## config.mk

```make
export PLATFORM = sky130hd
export DESIGN_NAME = acm_top
export DESIGN_NICKNAME = d
export VERILOG_FILES = /design/src/shared/acm_pkg.sv /design/src/logic/acm_channel.sv /design/src/logic/acm_top.sv
export VERILOG_INCLUDE_DIRS = /design/src /design/src/shared
export SDC_FILE = /design/constraint.sdc
export NUM_CORES = 1
export LEC_CHECK = 0
export ABC_AREA = 1
export BUFFER_PORTS_ARGS = -buffer_cell sky130_fd_sc_hd__buf_2
export CELL_PAD_IN_SITES_DETAIL_PLACEMENT = 0
export CELL_PAD_IN_SITES_GLOBAL_PLACEMENT = 2
export CORE_ASPECT_RATIO = 1.2
export CORE_UTILIZATION = 36
export CTS_CLUSTER_DIAMETER = 30
export DETAILED_ROUTE_END_ITERATION = 7
export PLACE_DENSITY = 0.89
export SLEW_MARGIN = 10
export SYNTH_ARGS = -nofsm -noshare
export SYNTH_HDL_FRONTEND = slang
export SYNTH_SLANG_ARGS = --single-unit
```

## constraint.sdc

```tcl
create_clock -name clk -period 2.25 [get_ports clk]
set_clock_uncertainty 0.1 [all_clocks]
set_input_delay 0.1125 -clock clk [delete_from_list [all_inputs] [get_ports clk]]
set_output_delay 0.1125 -clock clk [all_outputs]
set_load 0.01 [all_outputs]
```

## src/shared/acm_defs.svh

```systemverilog
`ifndef ACM_DEFS_SVH
`define ACM_DEFS_SVH

// Register addresses on the special function register bus.
`define ACM_CNT_LO_ADDR   8'hf9
`define ACM_CNT_HI_ADDR   8'hfa
`define ACM_MODE0_ADDR    8'hda
`define ACM_MODE1_ADDR    8'hdb
`define ACM_MODE2_ADDR    8'hdc
`define ACM_CMP0_LO_ADDR  8'hfb
`define ACM_CMP0_HI_ADDR  8'hfc
`define ACM_CMP1_LO_ADDR  8'he9
`define ACM_CMP1_HI_ADDR  8'hea
`define ACM_CMP2_LO_ADDR  8'heb
`define ACM_CMP2_HI_ADDR  8'hec

// Field positions of the module mode control register.
`define ACM_WIDE_BIT      7
`define ACM_ECOM_BIT      6
`define ACM_RISE_BIT      5
`define ACM_FALL_BIT      4
`define ACM_MATCH_BIT     3
`define ACM_TOGGLE_BIT    2
`define ACM_PWM_BIT       1
`define ACM_IRQEN_BIT     0

// Reset values.
`define ACM_MODE_RESET    8'h00
`define ACM_BYTE_RESET    8'h00
`define ACM_WORD_RESET    16'h0000

// The module that the watchdog takes over.
`define ACM_WDOG_CHAN     2

`endif

```

## src/shared/acm_pkg.sv

```systemverilog
package acm_pkg;

  typedef logic [7:0]  acm_byte_t;
  typedef logic [15:0] acm_word_t;

  // Function of one module as decoded from its mode bits.
  typedef enum logic [1:0] {
    ACM_FN_IDLE   = 2'b00,
    ACM_FN_TOGGLE = 2'b01,
    ACM_FN_PWM    = 2'b10,
    ACM_FN_FREQ   = 2'b11
  } acm_func_t;

  // Cycle length of the narrow pulse width mode.
  typedef enum logic [1:0] {
    ACM_LEN_8  = 2'b00,
    ACM_LEN_9  = 2'b01,
    ACM_LEN_10 = 2'b10,
    ACM_LEN_11 = 2'b11
  } acm_len_t;

endpackage : acm_pkg

```

## src/logic/acm_channel.sv

```systemverilog
`include "acm_defs.svh"

module acm_channel (
  // Clock and reset.
  input  wire logic             clk,
  input  wire logic             reset_n,
  // Shared counter and this module's setup.
  input  wire acm_pkg::acm_word_t counter_value,
  input  wire acm_pkg::acm_word_t compare_value,
  input  wire acm_pkg::acm_byte_t mode,
  input  wire acm_pkg::acm_len_t  cycle_length_select,
  // Results.
  output logic                  match_hit,
  output logic                  module_output_pin
);
  import acm_pkg::*;

  acm_func_t func;
  acm_word_t len_mask;
  logic      ecom;
  logic      low_match;
  logic      pwm_level;

  assign ecom = mode[`ACM_ECOM_BIT];

  always_comb begin
    unique case ({mode[`ACM_PWM_BIT], mode[`ACM_TOGGLE_BIT]})
      2'b11:   func = ACM_FN_FREQ;
      2'b10:   func = ACM_FN_PWM;
      2'b01:   func = ACM_FN_TOGGLE;
      default: func = ACM_FN_IDLE;
    endcase
  end

  always_comb begin
    if (mode[`ACM_WIDE_BIT]) begin
      len_mask = 16'hffff;
    end else begin
      unique case (cycle_length_select)
        ACM_LEN_8:  len_mask = 16'h00ff;
        ACM_LEN_9:  len_mask = 16'h01ff;
        ACM_LEN_10: len_mask = 16'h03ff;
        default:    len_mask = 16'h07ff;
      endcase
    end
  end

  assign match_hit = ecom && (counter_value == compare_value);
  assign low_match = ecom && (counter_value[7:0] == compare_value[7:0]);
  // The pin rises once the counter reaches the compare value within the cycle.
  assign pwm_level = (counter_value & len_mask) >= (compare_value & len_mask);

  always_ff @(posedge clk or negedge reset_n) begin
    if (!reset_n) begin
      module_output_pin <= 1'b0;
    end else begin
      unique case (func)
        ACM_FN_TOGGLE: if (match_hit) module_output_pin <= ~module_output_pin;
        ACM_FN_FREQ:   if (low_match) module_output_pin <= ~module_output_pin;
        ACM_FN_PWM:    if (ecom) module_output_pin <= pwm_level;
        default:       module_output_pin <= module_output_pin;
      endcase
    end
  end
endmodule : acm_channel

```

## src/logic/acm_top.sv

```systemverilog
// Notes on behaviour
// - With match enabled, a counter equal to the module's compare value sets its flag.
// - With toggle enabled, each match inverts the module's output pin.
// - Toggle and pulse width together select frequency output mode.
// - Pulse width alone drives a pulse width modulated waveform on the pin.
// - The wide select bit picks 16-bit pulse width, else the shared 8 to 11-bit length.
// - A flag raises its interrupt request only while its interrupt enable is 1.
// - While the watchdog is enabled, writes to module 2's mode register are ignored.
// - While the watchdog is enabled, writes to the counter low byte are blocked.
// - While the watchdog is enabled, writes to the counter high byte are blocked.
// - The high byte reads a snapshot that is taken only when the low byte is read.
// - A 16-bit counter is readable and writable as low byte 0xf9 and high byte, reset to 0.
// - Cycle length codes 00, 01, 10, 11 give 8, 9, 10 and 11 bits.
// - Mode bits 5 and 4 enable capture on rising and falling edges of the input.
// - Mode bit 6 enables the comparator and gates match, toggle and pulse width.
`include "acm_defs.svh"

module acm_top (
  // Clock and reset.
  input  wire logic                 clk,
  input  wire logic                 reset_n,
  // Special function register bus.
  input  wire acm_pkg::acm_byte_t   sfr_addr,
  input  wire acm_pkg::acm_byte_t   sfr_wdata,
  input  wire logic                 sfr_wr,
  input  wire logic                 sfr_rd,
  output acm_pkg::acm_byte_t        sfr_rdata,
  // Array level control from neighbouring logic.
  input  wire logic                 watchdog_enable,
  input  wire acm_pkg::acm_len_t    cycle_length_select,
  input  wire logic                 count_run,
  input  wire logic [2:0]           flag_clear,
  // Capture inputs from pins.
  input  wire logic [2:0]           capture_pin,
  // Module results.
  output logic [2:0]                capcomp_flag,
  output logic [2:0]                flag_irq,
  output logic [2:0]                module_output_pin
);
  import acm_pkg::*;

  localparam acm_byte_t MODE_ADDR [3] = '{`ACM_MODE0_ADDR, `ACM_MODE1_ADDR, `ACM_MODE2_ADDR};
  localparam acm_byte_t CMPL_ADDR [3] = '{`ACM_CMP0_LO_ADDR, `ACM_CMP1_LO_ADDR,
                                          `ACM_CMP2_LO_ADDR};
  localparam acm_byte_t CMPH_ADDR [3] = '{`ACM_CMP0_HI_ADDR, `ACM_CMP1_HI_ADDR,
                                          `ACM_CMP2_HI_ADDR};

  acm_word_t counter_q;
  acm_byte_t snap_q;
  acm_byte_t mode_q   [3];
  acm_word_t cmp_q    [3];
  logic [2:0] sync1_q;
  logic [2:0] sync2_q;
  logic [2:0] prev_q;
  logic [2:0] match_hit;
  logic [2:0] cap_hit;
  logic       wr_cnt_lo;
  logic       wr_cnt_hi;
  logic       rd_cnt_lo;

  // Counter writes are dropped while the watchdog owns the counter.
  assign wr_cnt_lo = sfr_wr && sfr_addr == `ACM_CNT_LO_ADDR && !watchdog_enable;
  assign wr_cnt_hi = sfr_wr && sfr_addr == `ACM_CNT_HI_ADDR && !watchdog_enable;
  assign rd_cnt_lo = sfr_rd && sfr_addr == `ACM_CNT_LO_ADDR;

  always_ff @(posedge clk or negedge reset_n) begin
    if (!reset_n) begin
      counter_q <= `ACM_WORD_RESET;
    end else if (wr_cnt_lo) begin
      counter_q[7:0] <= sfr_wdata;
    end else if (wr_cnt_hi) begin
      counter_q[15:8] <= sfr_wdata;
    end else if (count_run) begin
      counter_q <= counter_q + 16'h0001;
    end
  end

  // The snapshot keeps a 16-bit read coherent across two byte reads.
  always_ff @(posedge clk or negedge reset_n) begin
    if (!reset_n) begin
      snap_q <= `ACM_BYTE_RESET;
    end else if (rd_cnt_lo) begin
      snap_q <= counter_q[15:8];
    end
  end

  // Pins are asynchronous to clk, so they pass two flip-flops first.
  always_ff @(posedge clk or negedge reset_n) begin
    if (!reset_n) begin
      sync1_q <= 3'h0;
      sync2_q <= 3'h0;
      prev_q  <= 3'h0;
    end else begin
      sync1_q <= capture_pin;
      sync2_q <= sync1_q;
      prev_q  <= sync2_q;
    end
  end

  genvar ch;
  generate
    for (ch = 0; ch < 3; ch++) begin : g_chan
      logic mode_wr;
      logic cmpl_wr;
      logic cmph_wr;
      logic locked;

      // Module 2 belongs to the watchdog while it is enabled.
      assign locked  = (ch == `ACM_WDOG_CHAN) && watchdog_enable;
      assign mode_wr = sfr_wr && sfr_addr == MODE_ADDR[ch] && !locked;
      assign cmpl_wr = sfr_wr && sfr_addr == CMPL_ADDR[ch];
      assign cmph_wr = sfr_wr && sfr_addr == CMPH_ADDR[ch];
      assign cap_hit[ch] =
          (mode_q[ch][`ACM_RISE_BIT] && sync2_q[ch] && !prev_q[ch]) ||
          (mode_q[ch][`ACM_FALL_BIT] && !sync2_q[ch] && prev_q[ch]);

      // Writing the compare low byte stops the comparator until the high byte lands, except on module 2 while the watchdog is enabled.
      always_ff @(posedge clk or negedge reset_n) begin
        if (!reset_n) begin
          mode_q[ch] <= `ACM_MODE_RESET;
        end else if (mode_wr) begin
          mode_q[ch] <= sfr_wdata;
        end else if (cmpl_wr && !locked) begin
          mode_q[ch][`ACM_ECOM_BIT] <= 1'b0;
        end else if (cmph_wr && !locked) begin
          mode_q[ch][`ACM_ECOM_BIT] <= 1'b1;
        end
      end

      always_ff @(posedge clk or negedge reset_n) begin
        if (!reset_n) begin
          cmp_q[ch] <= `ACM_WORD_RESET;
        end else if (cap_hit[ch]) begin
          cmp_q[ch] <= counter_q;
        end else if (cmpl_wr) begin
          cmp_q[ch][7:0] <= sfr_wdata;
        end else if (cmph_wr) begin
          cmp_q[ch][15:8] <= sfr_wdata;
        end
      end

      // A new event wins over a clear in the same cycle.
      always_ff @(posedge clk or negedge reset_n) begin
        if (!reset_n) begin
          capcomp_flag[ch] <= 1'b0;
        end else if ((match_hit[ch] && mode_q[ch][`ACM_MATCH_BIT]) || cap_hit[ch]) begin
          capcomp_flag[ch] <= 1'b1;
        end else if (flag_clear[ch]) begin
          capcomp_flag[ch] <= 1'b0;
        end
      end

      assign flag_irq[ch] = capcomp_flag[ch] && mode_q[ch][`ACM_IRQEN_BIT];

      acm_channel u_chan (
        .clk                 (clk),
        .reset_n             (reset_n),
        .counter_value       (counter_q),
        .compare_value       (cmp_q[ch]),
        .mode                (mode_q[ch]),
        .cycle_length_select (cycle_length_select),
        .match_hit           (match_hit[ch]),
        .module_output_pin   (module_output_pin[ch])
      );
    end
  endgenerate

  // Read data is registered and appears the cycle after the read strobe.
  always_ff @(posedge clk or negedge reset_n) begin
    if (!reset_n) begin
      sfr_rdata <= `ACM_BYTE_RESET;
    end else if (sfr_rd) begin
      unique case (sfr_addr)
        `ACM_CNT_LO_ADDR:  sfr_rdata <= counter_q[7:0];
        `ACM_CNT_HI_ADDR:  sfr_rdata <= snap_q;
        `ACM_MODE0_ADDR:   sfr_rdata <= mode_q[0];
        `ACM_MODE1_ADDR:   sfr_rdata <= mode_q[1];
        `ACM_MODE2_ADDR:   sfr_rdata <= mode_q[2];
        `ACM_CMP0_LO_ADDR: sfr_rdata <= cmp_q[0][7:0];
        `ACM_CMP0_HI_ADDR: sfr_rdata <= cmp_q[0][15:8];
        `ACM_CMP1_LO_ADDR: sfr_rdata <= cmp_q[1][7:0];
        `ACM_CMP1_HI_ADDR: sfr_rdata <= cmp_q[1][15:8];
        `ACM_CMP2_LO_ADDR: sfr_rdata <= cmp_q[2][7:0];
        `ACM_CMP2_HI_ADDR: sfr_rdata <= cmp_q[2][15:8];
        default:           sfr_rdata <= `ACM_BYTE_RESET;
      endcase
    end
  end
endmodule : acm_top

```

==> run_results.csv <==
group,metric,value,unit
grt,grt_pass1_vias,7848,
worst_setup_path,arrival,2.29,ns
finish,drive_above_1_share,11.7,%
pwr,p_sw_share,37.4,%
finish,syn2layout_area_growth,18.1,%
grt,antenna_found_initial,0,
cts,numCtsBuffers,17,
place,dp_cells,1469,
detailed_routing,routedWlPerCell,19.8,um
worst_setup_path,reg2reg_from,"mode_q[7]$_DFFE_PN0P_",
min_path,hp-class,"in -> reg",
timing,hold_ws,0.0280,ns
run,max_cap_violations,0,
finish,stdcell_count,1517,
pwr,p_per_area,820,nW/um^2
grt,overflow,0,
pwr,combPwrFrac,28.5,%
timing,worstMarginPinSlew,0.689,ns
grt,grt_max_degree,120,
timing,fin_crit_sh,92.3,%
detailed_routing,dr.pass1.iters,7,
detailed_routing,drc,0,
worst_setup_path,startpoint_type,"flop",
place,gp_congestion,0.926,
floorplanning,dieArea,23100,sq um
timing,slew_viol_final,0,
cts,clk_pin_slew_worst_paths,0.06,ns
worst_setup_path,required,2.47,ns
finish,final_util,43.8,%
place,post_dp_cell_area,8820,sq um
pwr,p_switching,2.93,mW
timing,slew_headroom,54.0,%
yosys,synth_edf_count,0,
detailed_routing,ant_nets,0,
min_path,hold_start,"count_run",
cts,clock_latency,0.43,ns
timing,rsz0062_at_grt,"no",
pwr,p_seq_share,36.9,%
timing,tns,0,ns
floorplanning,fp.dieH,166,um
cts,postCtsSetupRepairBufs,0,
yosys,ys_seq_elements,119,
yosys,syn_inst,1142,
detailed_routing,vias,8001,
finish,fin_area,9560,sq um
cts,cts_root_buf,"clkbuf_16",
cts,clkSinkCount,119,
grt,grt_usage,27.0,%
worst_setup_path,cp_slowest_cell,"dfrtp_2",
outcome,status,"complete, no violations",
yosys,synth_fp_nets,1221,
cts,clock_path_buffers,2,
timing,final-setup-viol-count,0,
worst_setup_path,max_stage_delay,0.53,ns
timing,fmax,482,MHz
pwr,p_leak,4.92,nW
floorplanning,die_w,139,um
detailed_routing,drt_iter0_drc,639,
place,portBuffers,46,
pwr,p_clk_share,34.6,%
pwr,vdd_drop_max,0.593,mV
grt,grt_pass1_wl,46100,um
yosys,syn_avg_cell_area,7.09,sq um
cts,cts_max_level,4,
detailed_routing,viasPerCell,5.27,
floorplanning,rows,59,
timing,hold_viol,0,
detailed_routing,wirelength,30100,um
place,dpl.hpwl,23000,um
finish,antenna_cells,0,
timing,fin_crit,2.08,ns
yosys,ys_seq_area_share,36.8,%
pwr,intPower,4.91,mW
yosys,synthArstFlopShare,100,%
yosys,synthesis.area,8090,sq um
finish,fill_cells,2337,
floorplanning,initial_utilization,37.0,%
yosys,yosysUniqueCellTypes,40,
floorplanning,coreArea,21900,sq um
worst_setup_path,critPathCaptureType,"flop",
worst_setup_path,crit_start,"mode_q[7]$_DFFE_PN0P_",
yosys,ys_warn_count,0,
finish,nNetsFinal,1309,
worst_setup_path,crit_type,"reg -> reg",
floorplanning,io_pins,47,
timing,finalWorstSetupSlack,0.174,ns
worst_setup_path,critPathMaxFanout,16,
worst_setup_path,crit_chain,"inv_1 > a21oi_1 > ha_1 > nand2_1 > inv_1 > o21ai_0 > a21oi_1 > nor2_1 > a21oi_1 > nand2_1 > nand2_1",
place,pre_cts_ws,0.0739,ns
yosys,synth_flop_cell,"dfrtp_1",
cts,cts_tree,"built",
pwr,total_power,7.84,mW
==> flip-flops by register name (all words and copies together) (netlist names) <==
register                         flops
prev_q                               3
sync2_q                              3
cmp_q                               48
snap_q                               8
sync1_q                              3
g_chan.u_chan.module_output_pin      3
sfr_rdata                            8
capcomp_flag                         3
mode_q                              24
counter_q                           16
==> worst paths after layout <==
path                                                                  endpoint  slack, ns  cells after the start
min in group asynchronous                                mode_q[7]$_DFFE_PN0P_       0.24                      3
max in group asynchronous                               mode_q[23]$_DFFE_PN0P_       1.29                      3
worst max register to register  g_chan[2].u_chan.module_output_pin$_DFFE_PN0P_       0.17                     11
worst min-delay path                                 counter_q[13]$_DFFE_PN0P_       0.03                      4
worst max-delay path            g_chan[2].u_chan.module_output_pin$_DFFE_PN0P_       0.17                     11
worst min register to register                            sync2_q[2]$_DFF_PN0_       0.25                      0
==> power by group through the flow <==
stage | Clock [mW] | Sequential (mW) | Combinational, mW
after floorplan | 0 | 2.72 | 1.53
after global placement | 0 | 2.91 | 2.20
after detailed placement | 0 | 2.92 | 2.20
after CTS | 2.74 | 2.89 | 2.24
after global routing | 2.83 | 2.93 | 2.56
final | 2.71 | 2.90 | 2.24
==> cell type report <==
cell class	count	area, sq um	share of cell area, %
clock inverters	12	119	1.24
flip-flops and latches	119	2980	31.2
clock buffers	20	457	4.78
inverters	134	505	5.29
multi-input cells	857	4460	46.6
well taps	274	343	3.59
repair buffers	101	698	7.30
==> kinds of logic (layout without fill, tap and decap cells) <==
kind of cell / after synthesis / in the layout / synth area share, %
AND/OR/NAND/NOR: 601 / 601 / 31.1
AO/OA/AOI/OAI: 182 / 182 / 13.7
buffers and inverters: 166 / 267 / 8.12
flip-flops: 119 / 119 / 36.8
adder cells (fa/ha/maj): 49 / 49 / 7.57
XOR/XNOR: 25 / 25 / 2.71
==> worst max-delay path: cells and delay by family (launching register included) <==
family                   cells  cell delay, ns
adder cells (fa/ha/maj)      1            0.29
buffers and inverters        2            0.16
AO/OA/AOI/OAI                4            0.59
flip-flops                   1            0.53
AND/OR/NAND/NOR              4            0.29
==> metal layers <==
metal	track usage (%)	up-vias	routed length, um
li1	-	3884	-
met1	33.3	3772	12600
met2	45.5	264	14600
met3	3.63	81	1420
met4	14.9	0	1510
met5	0	-	0
==> layout by cell type, fill, tap and decap left out, types with 3 or more instances in the layout <==
cell type / n
nand2_2: 4
nor2_1: 109
nand2_1: 383
nor2_4: 5
o21ai_0: 81
buf_4: 39
xnor2_1: 19
dfrtp_1: 117
clkbuf_16: 17
a21oi_1: 28
xor2_1: 6
nor3_1: 11
o21ai_1: 3
nand3_1: 63
nor2_2: 6
dlygate4sd3_1: 16
inv_2: 3
clkinv_1: 3
ha_1: 49
nand4_1: 12
clkinv_4: 3
inv_6: 4
clkinvlp_4: 3
buf_2: 45
o221ai_1: 3
o211ai_1: 8
a22oi_1: 46
o21a_1: 6
inv_1: 127
==> repair_timing <==
item | CTS | global route
hold buffers | 16 | 0
resized for setup | 0 | 2
endpoints found under the setup margin | 0 | 2
endpoints found under the hold margin | 141 | 0
==> cell usage after synthesis (5+ instances only) <==
library cell / number / share of area (%)
nand2_1: 383 / 18
a22oi_1: 46 / 4.3
o21ai_0: 81 / 5.0
nand3_1: 63 / 3.9
o211ai_1: 8 / 0.74
nand4_1: 12 / 0.93
dfrtp_1: 119 / 37
xnor2_1: 19 / 2.1
clkbuf_1: 17 / 0.79
nor2_4: 5 / 0.70
xor2_1: 6 / 0.65
ha_1: 49 / 7.6
o21a_1: 6 / 0.56
inv_1: 127 / 5.9
nor2_1: 109 / 5.1
nor3_1: 11 / 0.68
a21oi_1: 28 / 1.7
nor2_2: 6 / 0.46
buf_2: 10 / 0.62
(Power assumes the default switching activity.)
